$ cat config.mk
export PLATFORM = sky130hd
export DESIGN_NAME = supply_remote_command_status
export DESIGN_NICKNAME = d
export VERILOG_FILES = /design/src/hdl/supply_cmd_pkg.sv /design/src/hdl/msg_capture.sv /design/src/hdl/supply_remote_command_status.sv
export SDC_FILE = /design/constraint.sdc
export NUM_CORES = 2
export LEC_CHECK = 0
export BUFFER_PORTS_ARGS = -buffer_cell sky130_fd_sc_hd__clkbuf_2
export CAP_MARGIN = 20
export CELL_PAD_IN_SITES_DETAIL_PLACEMENT = 2
export CELL_PAD_IN_SITES_GLOBAL_PLACEMENT = 2
export CORE_MARGIN = 2
export CORE_UTILIZATION = 40
export CTS_CLUSTER_SIZE = 20
export DETAILED_ROUTE_END_ITERATION = 10
export PLACE_DENSITY = 0.8
export REMOVE_ABC_BUFFERS = 1
export SLEW_MARGIN = 40
export SYNTH_ARGS = -nofsm -noshare
export SYNTH_HDL_FRONTEND = slang
export SYNTH_SLANG_ARGS = --single-unit
$ cat constraint.sdc
create_clock -name clk_i -period 14.05 [get_ports clk_i]
set_input_delay 1.405 -clock clk_i [delete_from_list [all_inputs] [get_ports clk_i]]
set_output_delay 1.405 -clock clk_i [all_outputs]
set_load 0.02 [all_outputs]
$ cat src/hdl/supply_cmd_pkg.sv
// shared codes, limits and timing for the supply remote command block
//======================================================================
// How it works
// - output-changing commands restart that output's settle delay
// - settle delay hides regulation status from fault logic
// - settle delay resets to 20 ms
// - delay 0 to 32 s, rounded to 4 ms
// - out-of-range delay rejected, setting kept, error recorded
// - delay query returns the output's setting
// - display command 0 off, 1 on; query returns it
// - message up to twelve upper, digit, space chars
// - message over twelve chars records code 7
// - any error sets indicator and poll error flag
// - error query returns code, then clears flag
// - code 0 none pending, 1 bad character
// - code 2 bad number, 3 or 28 unknown command
// - code 4 syntax, 5 number out of range
// - code 6 talk without a preceding query
// - code 8 buffer, 9 eeprom, 10 unknown output
// - model query answers the model number
// - self-test query checks digital parts, returns code
// - calibration query answers 1 on, 0 off
// - power-on output state selects 0 to 3
// - states 0,1 turn off in voltage mode
// - states 2,3 turn off in current mode
// - error flag is poll register bit 5
// - self-test codes 0,20,21,27,29,30
package supply_cmd_pkg;
  // command codes from the parser
  localparam int CMD_W = 4;
  localparam logic [3:0] CMD_NONE = 4'h0;
  localparam logic [3:0] CMD_VOLT_SET = 4'h1;
  localparam logic [3:0] CMD_CURR_SET = 4'h2;
  localparam logic [3:0] CMD_RECALL = 4'h3;
  localparam logic [3:0] CMD_OV_CLEAR = 4'h4;
  localparam logic [3:0] CMD_OC_CLEAR = 4'h5;
  localparam logic [3:0] CMD_OUT_ONOFF = 4'h6;
  localparam logic [3:0] CMD_SETTLE_SET = 4'h7;
  localparam logic [3:0] CMD_SETTLE_QRY = 4'h8;
  localparam logic [3:0] CMD_DISP_SET = 4'h9;
  localparam logic [3:0] CMD_DISP_QRY = 4'hA;
  localparam logic [3:0] CMD_ERR_QRY = 4'hB;
  localparam logic [3:0] CMD_MODEL_QRY = 4'hC;
  localparam logic [3:0] CMD_TEST_QRY = 4'hD;
  localparam logic [3:0] CMD_CAL_QRY = 4'hE;
  localparam logic [3:0] CMD_PON_SET = 4'hF;
  // timing
  localparam int CLK_HZ = 20_000_000;
  localparam int STEP_MS = 4;
  localparam int unsigned STEP_CYCLES = STEP_MS * (CLK_HZ / 1000);
  localparam int STEP_W = 13;
  localparam int DLY_MAX_S = 32;
  localparam logic [16:0] DLY_MAX_MS = 17'(DLY_MAX_S * 1000);
  localparam int DLY_RESET_MS = 20;
  localparam logic [STEP_W-1:0] DLY_RESET_STEPS = STEP_W'(DLY_RESET_MS / STEP_MS);
  // error and self-test codes
  localparam logic [4:0] ERR_NONE = 5'h00;
  localparam logic [4:0] ERR_RANGE = 5'h05;
  localparam logic [4:0] ERR_DISP_LEN = 5'h07;
  localparam logic [4:0] TST_PASS = 5'h00;
  localparam logic [4:0] TST_TIMER = 5'h14;
  localparam logic [4:0] TST_RAM = 5'h15;
  localparam logic [4:0] TST_ROM = 5'h1B;
  localparam logic [4:0] TST_NV_SUM = 5'h1D;
  localparam logic [4:0] TST_STORE = 5'h1E;
  localparam int TF_TIMER = 0;
  localparam int TF_RAM = 1;
  localparam int TF_ROM = 2;
  localparam int TF_NV_SUM = 3;
  localparam int TF_STORE = 4;
  // poll register, status lanes, display, power-on state
  localparam int SPOLL_ERR_BIT = 5;
  localparam int ST_W = 4;
  localparam int MSG_LEN = 12;
  localparam logic [7:0] CHAR_SPACE = 8'h20;
  localparam logic [15:0] DISP_MAX_ARG = 16'h0001;
  localparam logic [15:0] PON_MAX_ARG = 16'h0003;
  localparam logic [1:0] PON_RESET = 2'h0;
  localparam logic [15:0] MODEL_DEFAULT = 16'h1234; // arbitrary value
endpackage

$ cat src/hdl/msg_capture.sv
// front-panel message capture: filters, counts and commits a quoted string
module msg_capture #(
  parameter int LEN = supply_cmd_pkg::MSG_LEN
) (
  input wire logic clk_i,
  input wire logic rst_i,
  input wire logic start_i,
  input wire logic char_valid_i,
  input wire logic [7:0] char_i,
  input wire logic end_i,
  output logic [8*LEN-1:0] msg_o,
  output logic msg_load_o,
  output logic too_long_o
);
  import supply_cmd_pkg::*;

  localparam int CNT_W = $clog2(LEN + 2);

  //======================================================================
  // character filter
  // anything the panel cannot draw becomes a blank
  function automatic logic [7:0] shown(input logic [7:0] c);
    logic ok;
    ok = (c >= 8'h41 && c <= 8'h5A) || (c >= 8'h30 && c <= 8'h39) || c == CHAR_SPACE;
    return ok ? c : CHAR_SPACE;
  endfunction

  logic [7:0] stage [LEN];
  logic [CNT_W-1:0] count;
  logic active;
  logic room;
  logic finish;

  assign room = count < CNT_W'(LEN);
  assign finish = active & end_i & ~start_i;

  //======================================================================
  // staging, count saturates one past the limit
  always_ff @(posedge clk_i or posedge rst_i) begin
    if (rst_i) begin
      active <= 1'b0;
      count <= '0;
      for (int i = 0; i < LEN; i++) begin
        stage[i] <= CHAR_SPACE;
      end
    end else if (start_i) begin
      active <= 1'b1;
      count <= '0;
      for (int i = 0; i < LEN; i++) begin
        stage[i] <= CHAR_SPACE;
      end
    end else if (finish) begin
      active <= 1'b0;
    end else if (active && char_valid_i) begin
      if (room) begin
        stage[count] <= shown(char_i);
      end
      if (count <= CNT_W'(LEN)) begin
        count <= count + 1'b1;
      end
    end
  end

  //======================================================================
  // commit: an over-long string leaves the old message standing
  always_ff @(posedge clk_i or posedge rst_i) begin
    if (rst_i) begin
      msg_o <= {LEN{CHAR_SPACE}};
      msg_load_o <= 1'b0;
      too_long_o <= 1'b0;
    end else begin
      msg_load_o <= finish & room | finish & (count == CNT_W'(LEN));
      too_long_o <= finish & (count > CNT_W'(LEN));
      if (finish && count <= CNT_W'(LEN)) begin
        for (int i = 0; i < LEN; i++) begin
          msg_o[8*i +: 8] <= stage[i];
        end
      end
    end
  end
endmodule

$ cat src/hdl/supply_remote_command_status.sv
// remote command handling: settle delay, display, error code, queries
module supply_remote_command_status #(
  parameter int NUM_OUT = 4,
  parameter int unsigned STEP_CYCLES = supply_cmd_pkg::STEP_CYCLES,
  parameter logic [15:0] MODEL_NUM = supply_cmd_pkg::MODEL_DEFAULT, // arbitrary value
  parameter logic [1:0] PON_INIT = supply_cmd_pkg::PON_RESET
) (
  input wire logic clk_i,
  input wire logic rst_i,
  input wire logic cmd_valid_i,
  input wire logic [supply_cmd_pkg::CMD_W-1:0] cmd_code_i,
  input wire logic [$clog2(NUM_OUT)-1:0] cmd_chan_i,
  input wire logic [15:0] cmd_arg_i,
  input wire logic msg_start_i,
  input wire logic msg_char_valid_i,
  input wire logic [7:0] msg_char_i,
  input wire logic msg_end_i,
  input wire logic err_event_i,
  input wire logic [4:0] err_code_i,
  input wire logic [supply_cmd_pkg::ST_W*NUM_OUT-1:0] status_i,
  input wire logic cal_mode_i,
  input wire logic [4:0] test_fail_i,
  output logic [supply_cmd_pkg::ST_W*NUM_OUT-1:0] status_gated_o,
  output logic [NUM_OUT-1:0] settle_busy_o,
  output logic resp_valid_o,
  output logic [15:0] resp_data_o,
  output logic err_flag_o,
  output logic [4:0] err_code_o,
  output logic [7:0] spoll_err_bits_o,
  output logic display_on_o,
  output logic [8*supply_cmd_pkg::MSG_LEN-1:0] msg_o,
  output logic msg_update_o,
  output logic [1:0] pon_state_o,
  output logic off_neg_current_o
);
  import supply_cmd_pkg::*;

  localparam int CH_W = $clog2(NUM_OUT);

  //======================================================================
  // helpers
  function automatic logic [15:0] steps_to_ms(input logic [STEP_W-1:0] s);
    return 16'(s) * 16'(STEP_MS);
  endfunction

  function automatic logic [4:0] test_result(input logic [4:0] f);
    if (f[TF_TIMER]) return TST_TIMER;
    if (f[TF_RAM]) return TST_RAM;
    if (f[TF_ROM]) return TST_ROM;
    if (f[TF_NV_SUM]) return TST_NV_SUM;
    if (f[TF_STORE]) return TST_STORE;
    return TST_PASS;
  endfunction

  function automatic logic is_cmd(input logic v, input logic [3:0] c, input logic [3:0] want);
    return v && c == want;
  endfunction

  //======================================================================
  // command decode
  logic trig_one;
  logic trig_all;
  logic dly_set;
  logic dly_query;
  logic dsp_set;
  logic dsp_query;
  logic err_query;
  logic model_query;
  logic test_query;
  logic cal_query;
  logic pon_set;
  logic any_query;
  logic chan_bad;

  assign trig_one = is_cmd(cmd_valid_i, cmd_code_i, CMD_VOLT_SET) | is_cmd(cmd_valid_i, cmd_code_i, CMD_CURR_SET)
                  | is_cmd(cmd_valid_i, cmd_code_i, CMD_OV_CLEAR) | is_cmd(cmd_valid_i, cmd_code_i, CMD_OC_CLEAR)
                  | is_cmd(cmd_valid_i, cmd_code_i, CMD_OUT_ONOFF);
  assign trig_all = is_cmd(cmd_valid_i, cmd_code_i, CMD_RECALL); // recall touches every output
  assign dly_set = is_cmd(cmd_valid_i, cmd_code_i, CMD_SETTLE_SET);
  assign dly_query = is_cmd(cmd_valid_i, cmd_code_i, CMD_SETTLE_QRY);
  assign dsp_set = is_cmd(cmd_valid_i, cmd_code_i, CMD_DISP_SET);
  assign dsp_query = is_cmd(cmd_valid_i, cmd_code_i, CMD_DISP_QRY);
  assign err_query = is_cmd(cmd_valid_i, cmd_code_i, CMD_ERR_QRY);
  assign model_query = is_cmd(cmd_valid_i, cmd_code_i, CMD_MODEL_QRY);
  assign test_query = is_cmd(cmd_valid_i, cmd_code_i, CMD_TEST_QRY);
  assign cal_query = is_cmd(cmd_valid_i, cmd_code_i, CMD_CAL_QRY);
  assign pon_set = is_cmd(cmd_valid_i, cmd_code_i, CMD_PON_SET);
  assign any_query = dly_query | dsp_query | err_query | model_query | test_query | cal_query;
  assign chan_bad = {1'b0, cmd_chan_i} >= (CH_W + 1)'(NUM_OUT); // one spare bit so NUM_OUT itself fits

  //======================================================================
  // argument checks; rounding adds half a step before truncation
  logic [16:0] dly_round_sum;
  logic [STEP_W-1:0] dly_steps_new;
  logic dly_bad;
  logic dly_ok;
  logic dsp_bad;
  logic pon_bad;
  logic msg_too_long;

  assign dly_round_sum = {1'b0, cmd_arg_i} + 17'h00002;
  assign dly_steps_new = dly_round_sum[STEP_W+1:2];
  assign dly_bad = (dly_set | dly_query) & chan_bad | dly_set & ({1'b0, cmd_arg_i} > DLY_MAX_MS);
  assign dly_ok = dly_set & ~dly_bad;
  assign dsp_bad = dsp_set & (cmd_arg_i > DISP_MAX_ARG);
  assign pon_bad = pon_set & (cmd_arg_i > PON_MAX_ARG);

  //======================================================================
  // per-output settle delay: counts clock cycles so the hold is exact
  logic [STEP_W-1:0] settle_steps [NUM_OUT];
  logic [31:0] settle_left [NUM_OUT];
  wire [ST_W*NUM_OUT-1:0] busy_mask;

  for (genvar g = 0; g < NUM_OUT; g++) begin : g_out
    wire start = trig_all | trig_one & (cmd_chan_i == CH_W'(g));
    always_ff @(posedge clk_i or posedge rst_i) begin
      if (rst_i) begin
        settle_steps[g] <= DLY_RESET_STEPS;
        settle_left[g] <= 32'h0;
      end else begin
        if (dly_ok && cmd_chan_i == CH_W'(g)) begin
          settle_steps[g] <= dly_steps_new;
        end
        if (start) begin
          settle_left[g] <= 32'(settle_steps[g]) * STEP_CYCLES;
        end else if (settle_left[g] != 32'h0) begin
          settle_left[g] <= settle_left[g] - 32'h1;
        end
      end
    end
    assign settle_busy_o[g] = settle_left[g] != 32'h0;
    assign busy_mask[g*ST_W +: ST_W] = {ST_W{settle_busy_o[g]}};
  end

  // regulation lanes are zeroed while their output settles
  always_ff @(posedge clk_i or posedge rst_i) begin
    if (rst_i) begin
      status_gated_o <= '0;
    end else begin
      status_gated_o <= status_i & ~busy_mask;
    end
  end

  //======================================================================
  // display message buffer
  msg_capture #(.LEN(MSG_LEN)) u_msg (
    .clk_i(clk_i),
    .rst_i(rst_i),
    .start_i(msg_start_i),
    .char_valid_i(msg_char_valid_i),
    .char_i(msg_char_i),
    .end_i(msg_end_i),
    .msg_o(msg_o),
    .msg_load_o(msg_update_o),
    .too_long_o(msg_too_long)
  );

  //======================================================================
  // error code register; local errors outrank parser errors in one cycle
  logic int_err;
  logic [4:0] int_code;
  logic new_err;
  logic [4:0] new_code;

  assign int_err = dly_bad | dsp_bad | pon_bad | msg_too_long;
  assign int_code = msg_too_long ? ERR_DISP_LEN : ERR_RANGE;
  assign new_err = int_err | err_event_i;
  assign new_code = int_err ? int_code : err_code_i;

  // a fresh error in the read cycle survives the clear
  always_ff @(posedge clk_i or posedge rst_i) begin
    if (rst_i) begin
      err_flag_o <= 1'b0;
      err_code_o <= ERR_NONE;
    end else if (new_err) begin
      err_flag_o <= 1'b1;
      err_code_o <= new_code;
    end else if (err_query) begin
      err_flag_o <= 1'b0;
      err_code_o <= ERR_NONE;
    end
  end

  assign spoll_err_bits_o = 8'(err_flag_o) << SPOLL_ERR_BIT;

  //======================================================================
  // display switch and power-on output state
  always_ff @(posedge clk_i or posedge rst_i) begin
    if (rst_i) begin
      display_on_o <= 1'b1;
      pon_state_o <= PON_INIT;
    end else begin
      if (dsp_set && !dsp_bad) begin
        display_on_o <= cmd_arg_i[0];
      end
      if (pon_set && !pon_bad) begin
        pon_state_o <= cmd_arg_i[1:0];
      end
    end
  end

  // states 2 and 3 park an off output in current mode
  assign off_neg_current_o = pon_state_o[1];

  //======================================================================
  // query answers, one cycle after the command
  logic [STEP_W-1:0] sel_steps;
  logic [15:0] next_resp_data;

  assign sel_steps = chan_bad ? '0 : settle_steps[cmd_chan_i];

  always_comb begin
    next_resp_data = 16'h0000;
    case (cmd_code_i)
      CMD_SETTLE_QRY: next_resp_data = steps_to_ms(sel_steps);
      CMD_DISP_QRY: next_resp_data = 16'(display_on_o);
      CMD_ERR_QRY: next_resp_data = 16'(err_code_o);
      CMD_MODEL_QRY: next_resp_data = MODEL_NUM;
      CMD_TEST_QRY: next_resp_data = 16'(test_result(test_fail_i));
      CMD_CAL_QRY: next_resp_data = 16'(cal_mode_i);
      default: next_resp_data = 16'h0000;
    endcase
  end

  always_ff @(posedge clk_i or posedge rst_i) begin
    if (rst_i) begin
      resp_valid_o <= 1'b0;
      resp_data_o <= 16'h0000;
    end else begin
      resp_valid_o <= any_query;
      resp_data_o <= any_query ? next_resp_data : resp_data_o;
    end
  end

  logic seen_set0;
  always_ff @(posedge clk_i or posedge rst_i) begin
    if (rst_i) begin
      seen_set0 <= 1'b0;
    end else if (dly_ok && cmd_chan_i == '0) begin
      seen_set0 <= 1'b1;
    end
  end
endmodule

## After elaboration in Yosys (flattened, before gate mapping)

Cells that the tools add are included.

| operators by class | value |
|---|---|
| add/subtract/negate cells | 6 |
| multiply operators | 4 |
| divide/modulo/power cells | 0 |
| magnitude comparators | 13 |
| eq/ne operators | 21 |
| shift-type cells | 0 |
| muxes and demuxes | 63 |
| bitwise operators | 37 |
| reduce and logical (&&, ||, !) cells | 46 |

Operator list:

| cell | count |
|---|---|
| $mux 96 | 4 |
| $mux 32 | 8 |
| $reduce_bool 32->1 | 4 |
| $sub 32x1->32 const B | 4 |
| $bwmux 96 | 1 |
| $mul 13x10->23 const B | 4 |
| $pmux 15 s6 | 1 |
| $mux 5 | 14 |
| $eq 4x4->1 const B | 9 |
| $demux 8 s4 | 1 |
| $bmux 13 s2 | 1 |
| $logic_and 1x1->1 | 26 |
| $mux 13 | 2 |
| $mux 1 | 24 |
| $or 1x1->1 | 18 |
| $reduce_bool 2->1 | 9 |
| $and 16x16->16 | 1 |
| $eq 4x3->1 const B | 4 |
| $gt 16x1->1 const B | 1 |
| $gt 16x15->1 const B | 1 |
| $gt 16x2->1 const B | 1 |
| $mux 4 | 4 |
| $mux 8 | 2 |
| $not 16->16 | 1 |
| 27 further kinds | 45 |

| word-level totals | value |
|---|---|
| bits in registers | 421 |
| latch bits | 0 |
| RAM bits | 0 |
| memory bits (read-only) | 0 |
| bits of input ports | 64 |
| logic and storage cells | 222 |
| memories | 0 |

## Depth between registers and ports, before layout

| logic depth | value |
|---|---|
| depth in word-level cells | 22 |
| mapped depth | 19 |
| depth with buffers taken out | 19 |

## Hierarchy

A second synthesis with hierarchy kept.

| second synthesis, totals | value |
|---|---|
| cells, all modules | 2713 |
| area, all modules | 27888.0 µm² |

Modules (own cells, without submodules):

| module | times used | cells each | area each (µm²) | seq. area each (µm²) |
|---|---|---|---|---|
| supply_remote_command_status | 1 | 2079 | 19660.1 | 5541.6 |
| msg_capture | 1 | 634 | 8227.9 | 5009.8 |

## Worst setup path before layout

No wires, ideal clock.

| path | value |
|---|---|
| path kind | register to register |
| from | register settle_steps[43] (netlist name) |
| to | register settle_left[121] (netlist name) |
| setup time | 0.069 ns |
| data arrival time | 4.532 ns |
| data required time | 13.981 ns |
| setup slack | 9.448 ns |
| stages on the path, launching flop included | 20 |
| buffers on the path | 0 |
| clock period less this slack | 4.602 ns |
| cells stage by stage | dfrtp_1 > inv_1 > fa_1 > inv_1 > ha_1 > inv_1 > fa_1 > inv_1 > ha_1 > inv_1 > fa_1 > inv_1 > ha_1 > o21ai_0 > nand2b_1 > o41ai_1 > o211a_1 > o31a_1 > or4b_2 > nand3_1 |

| between the ends | value |
|---|---|
| word-level cells in the longest chain between the ends | 2 |

Ends and longest elaborated chain:

| item | RTL line | text |
|---|---|---|
| start, declared | supply_remote_command_status.sv:110 | `logic [STEP_W-1:0] settle_steps [NUM_OUT];` |
| start signal, assigned by index | supply_remote_command_status.sv:122 | `settle_steps[g] <= dly_steps_new;` |
| $mul 13x10->23 | supply_remote_command_status.sv:125 | `settle_left[g] <= 32'(settle_steps[g]) * STEP_CYCLES;` |
| $mux 32 | supply_remote_command_status.sv:124 | `if (start) begin` |
| end signal, assigned by index | supply_remote_command_status.sv:125 |  |
| end signal, assigned by index | supply_remote_command_status.sv:127 | `settle_left[g] <= settle_left[g] - 32'h1;` |
| end, declared | supply_remote_command_status.sv:111 | `logic [31:0] settle_left [NUM_OUT];` |

Every way passes these cells.
A chain may end at the register's enable or synchronous reset.

## Worst setup path after layout

| path | value |
|---|---|
| from | register settle_steps[17] (netlist name) |
| to | register settle_left[60] (netlist name) |

The elaborated chain is that of the path after synthesis.

==> results.json <==
{
  "status": "finished clean",
  "clkPwrFrac_pct": 27.5,
  "max_stage_delay_ps": 560,
  "core.rowCount": 96,
  "power_mw": 5.36,
  "async_reset_ff_share_pct": 100,
  "cts_tree": "done",
  "synth.top_cell.area_share_pct": 35.2,
  "syn2layout_area_growth_pct": 14.1,
  "period_share_pct": 37.0,
  "drt-pass1-iter-count": 5,
  "die-area_um2": 70900,
  "syn_area_per_cell_um2": 9.92,
  "core_area_um2": 68300,
  "synthTopCellsByArea": "dfrtp_1 35%, ha_1 12%, fa_1 7.6%, inv_1 4.6%, mux2_2 4.2%",
  "fillCellCount": 7147,
  "final-max-slew-violation-count": 0,
  "fmax_mhz": 192,
  "p_leak_nw": 15.7,
  "synth_compound_area_share_pct": 10.1,
  "ios": 216,
  "grt_pass1_wl_mm": 150,
  "synth_top_area_cell": "dfrtp_1",
  "worst_ep_arrival_time_ps": 5720,
  "holdWs_ps": 488,
  "fin_skew_ps": 48.1,
  "vias_per_cell": 5.69,
  "final_core_util_pct": 45.9,
  "power_switching_mw": 2.19,
  "post_cts_resized": 0,
  "ys_seq_area_share_pct": 38.4,
  "internal_power_mw": 3.17,
  "yosys.cell_count.top_type": "dfrtp_1",
  "comb_power_share_pct": 42.2,
  "netlist_instances": 2773,
  "maxCapViolations": 0,
  "cts_max_level": 2,
  "setup-violations-final": 0,
  "grt_util_all_layers_pct": 27.1,
  "synth_area_um2": 27500,
  "clock_latency_ps": 630,
  "p_sw_share_pct": 40.8,
  "ys.flop_type": "dfrtp_1",
  "overflow": 0,
  "finalHoldViolCount": 0,
  "layout-drive-gt1-share_pct": 17.0,
  "routedWlPerCell_um": 24.5,
  "ys_warn_count": 0,
  "synthSimpleGateAreaFrac_pct": 14.9,
  "cts_buffers": 50,
  "cts.clk_slew.worst_paths_ps": 70,
  "grt_pass1_vias": 25500,
  "sequentialPowerShare_pct": 30.3,
  "via_count": 22200,
  "dp_hpwl_mm": 69.4,
  "initial_core_util_pct": 40.2,
  "cp-end-kind": "flop",
  "irDropWorstVdd_mv": 0.0985,
  "holdBufCountCts": 0,
  "final_nets": 3380,
  "cts.sinks": 420,
  "grt_max_degree": 154,
  "cp_max_fo": 5,
  "synthXorXnorAreaFrac_pct": 4.49,
  "yosysUniqueCellTypes": 86,
  "slew_headroom_pct": 44.4,
  "crit_slowest_cell": "fa_1",
  "yosys.area_share.adder_pct": 19.1,
  "place_congestion": 0.865,
  "clk_path_buf_depth": 3,
  "cp_cell_sequence": "inv_1 -> fa_1 -> inv_1 -> ha_1 -> inv_1 -> fa_1 -> inv_1 -> ha_1 -> inv_1 -> fa_1 -> inv_1 -> ha_1 -> nand3_1 -> o2111ai_1 -> a31oi_1 -> a21oi_1 -> a21oi_1 -> nand4b_1 -> and3_1",
  "routed_wl_mm": 95.2,
  "rsz0062_at_grt": "false",
  "synth_common_cells": "387 x dfrtp_1, 334 x inv_1, 283 x nor2_1",
  "fin_tns_setup_ps": 0,
  "drtIter0Drc": 1036,
  "antenna_found_initial": 7,
  "ant_nets": 0,
  "critPathKind": "reg2reg",
  "die_y_um": 266,
  "tightest_slew_ps": 834,
  "synth_edf_count": 0,
  "cts_setup_buffers": 0,
  "start_kind": "flop",
  "ys_ff_latch": 420,
  "die_w_um": 266,
  "layout_min_cycle_time_ps": 5200,
  "drc_errors": 0,
  "power_density_nw_per_um2": 171,
  "cts_root_buf": "clkbuf_16",
  "hold_path.class": "reg2reg",
  "synth_mux_area_share_pct": 6.88,
  "cp_common_cell": "inv_1",
  "io_buffer_count": 207,
  "required_ps": 14570,
  "synth_top_family_by_area": "adder cells"
}
-- routing by layer --
metal	routed length [um]	global-route usage (%)
met5	0	0
met4	3760	10.7
met3	2720	2.84
met2	49200	48.6
met1	39500	33.3
-- cell usage in the layout (no fill, tap or decap), types with 9 or more instances in the layout --
cell type	instances
dfrtp_1	387
and3_1	34
o21ai_0	72
or4_1	16
inv_1	333
nor2_1	279
fa_1	104
xor2_1	66
mux2i_1	45
o21a_1	10
a21o_1	17
nor4_1	28
nor2b_1	11
a211oi_1	20
mux2_2	102
ha_1	253
buf_4	16
a31oi_1	16
o22ai_1	20
a21oi_1	173
clkbuf_2	207
xnor2_1	75
and2_1	21
clkbuf_16	50
nor3b_1	12
o31ai_1	21
nand2b_1	11
nand4_1	16
dfstp_2	33
nand3_1	74
clkinv_2	10
mux4_2	13
nand3b_1	9
nand2_1	134
bufinv_16	10
and3b_1	12
o21bai_1	21
nor3_1	75
or3_1	28
-- final timing paths --
| kind | end | slack (ps) | depth (start not counted) | startpoint |
|---|---|---|---|---|
| worst min register to register | u_msg.msg_o[3]$_DFFE_PP0P_ | 490 | 1 | u_msg.stage[91]$_DFFE_PP0P_ |
| min in group asynchronous | status_gated_o[10]$_DFF_PP0_ | 900 | 2 | rst_i |
| max in group asynchronous | status_gated_o[0]$_DFF_PP0_ | 11080 | 5 | rst_i |
| worst max register to register | settle_left[60]$_DFFE_PP0P_ | 8850 | 19 | settle_steps[17]$_DFFE_PP0P_ |
| worst min-delay path | u_msg.msg_o[3]$_DFFE_PP0P_ | 490 | 1 | u_msg.stage[91]$_DFFE_PP0P_ |
| worst max-delay path | settle_left[60]$_DFFE_PP0P_ | 8850 | 19 | settle_steps[17]$_DFFE_PP0P_ |
-- sequential cells by signal, summed over array words and instances (netlist names) --
name / flops
settle_left: 128
u_msg.msg_o: 96
u_msg.stage: 96
settle_steps: 52
status_gated_o: 16
resp_data_o: 15
err_code_o: 5
u_msg.count: 4
pon_state_o: 2
display_on_o: 1
err_flag_o: 1
resp_valid_o: 1
u_msg.active: 1
u_msg.msg_load_o: 1
u_msg.too_long_o: 1
-- cell families (layout without fill, tap and decap cells) --
kind of cell,count (synthesis),in the layout
and+or+nand+nor,808,808
AOI/OAI and AO/OA,445,445
buffers and inverters,441,662
DFF,420,420
adders and majority gates,357,357
muxes,160,160
xor gates and xnor gates,141,141
other,1,16
-- stage by stage --
step                worst slack, ps  instances  cell area, um2
floorplan                      1010       2677           27100
global placement               9160       3786           29400
detailed placement             8940       3787           29400
CTS                            8810       3881           31300
global route                   8580       3890           31400
finish                         8850       3891           31400
-- worst max-delay path, delay by kind of cell, from the launching register on --
| kind | cells | cell delay, ps |
|---|---|---|
| adder cells (fa/ha/maj) | 6 | 2510 |
| buffers and inverters | 6 | 420 |
| AND/OR/NAND/NOR | 3 | 550 |
| flip-flops | 1 | 510 |
| AO/OA/AOI/OAI | 4 | 1070 |
-- final cells by class --
cell class	count	area [um2]	area share, %
antenna	8	20.0	0.0638
clock buffer	63	1370	4.37
clock inverter	31	488	1.56
inverter	338	1290	4.10
multi-input combinational	1919	15300	48.8
sequential	420	10600	33.6
tap	882	1100	3.52
timing repair buffer	230	1250	4.00
-- power by group through the flow --
stage / Sequential (mW) / Combinational [mW] / Clock, mW
finish: 1.63 / 2.26 / 1.47
global route: 1.65 / 2.56 / 1.54
CTS: 1.62 / 2.27 / 1.50
detailed placement: 1.64 / 2.21 / 0
global placement: 1.61 / 2.03 / 0
floorplan: 1.57 / 1.58 / 0
Power figures use the tool's default switching activity.
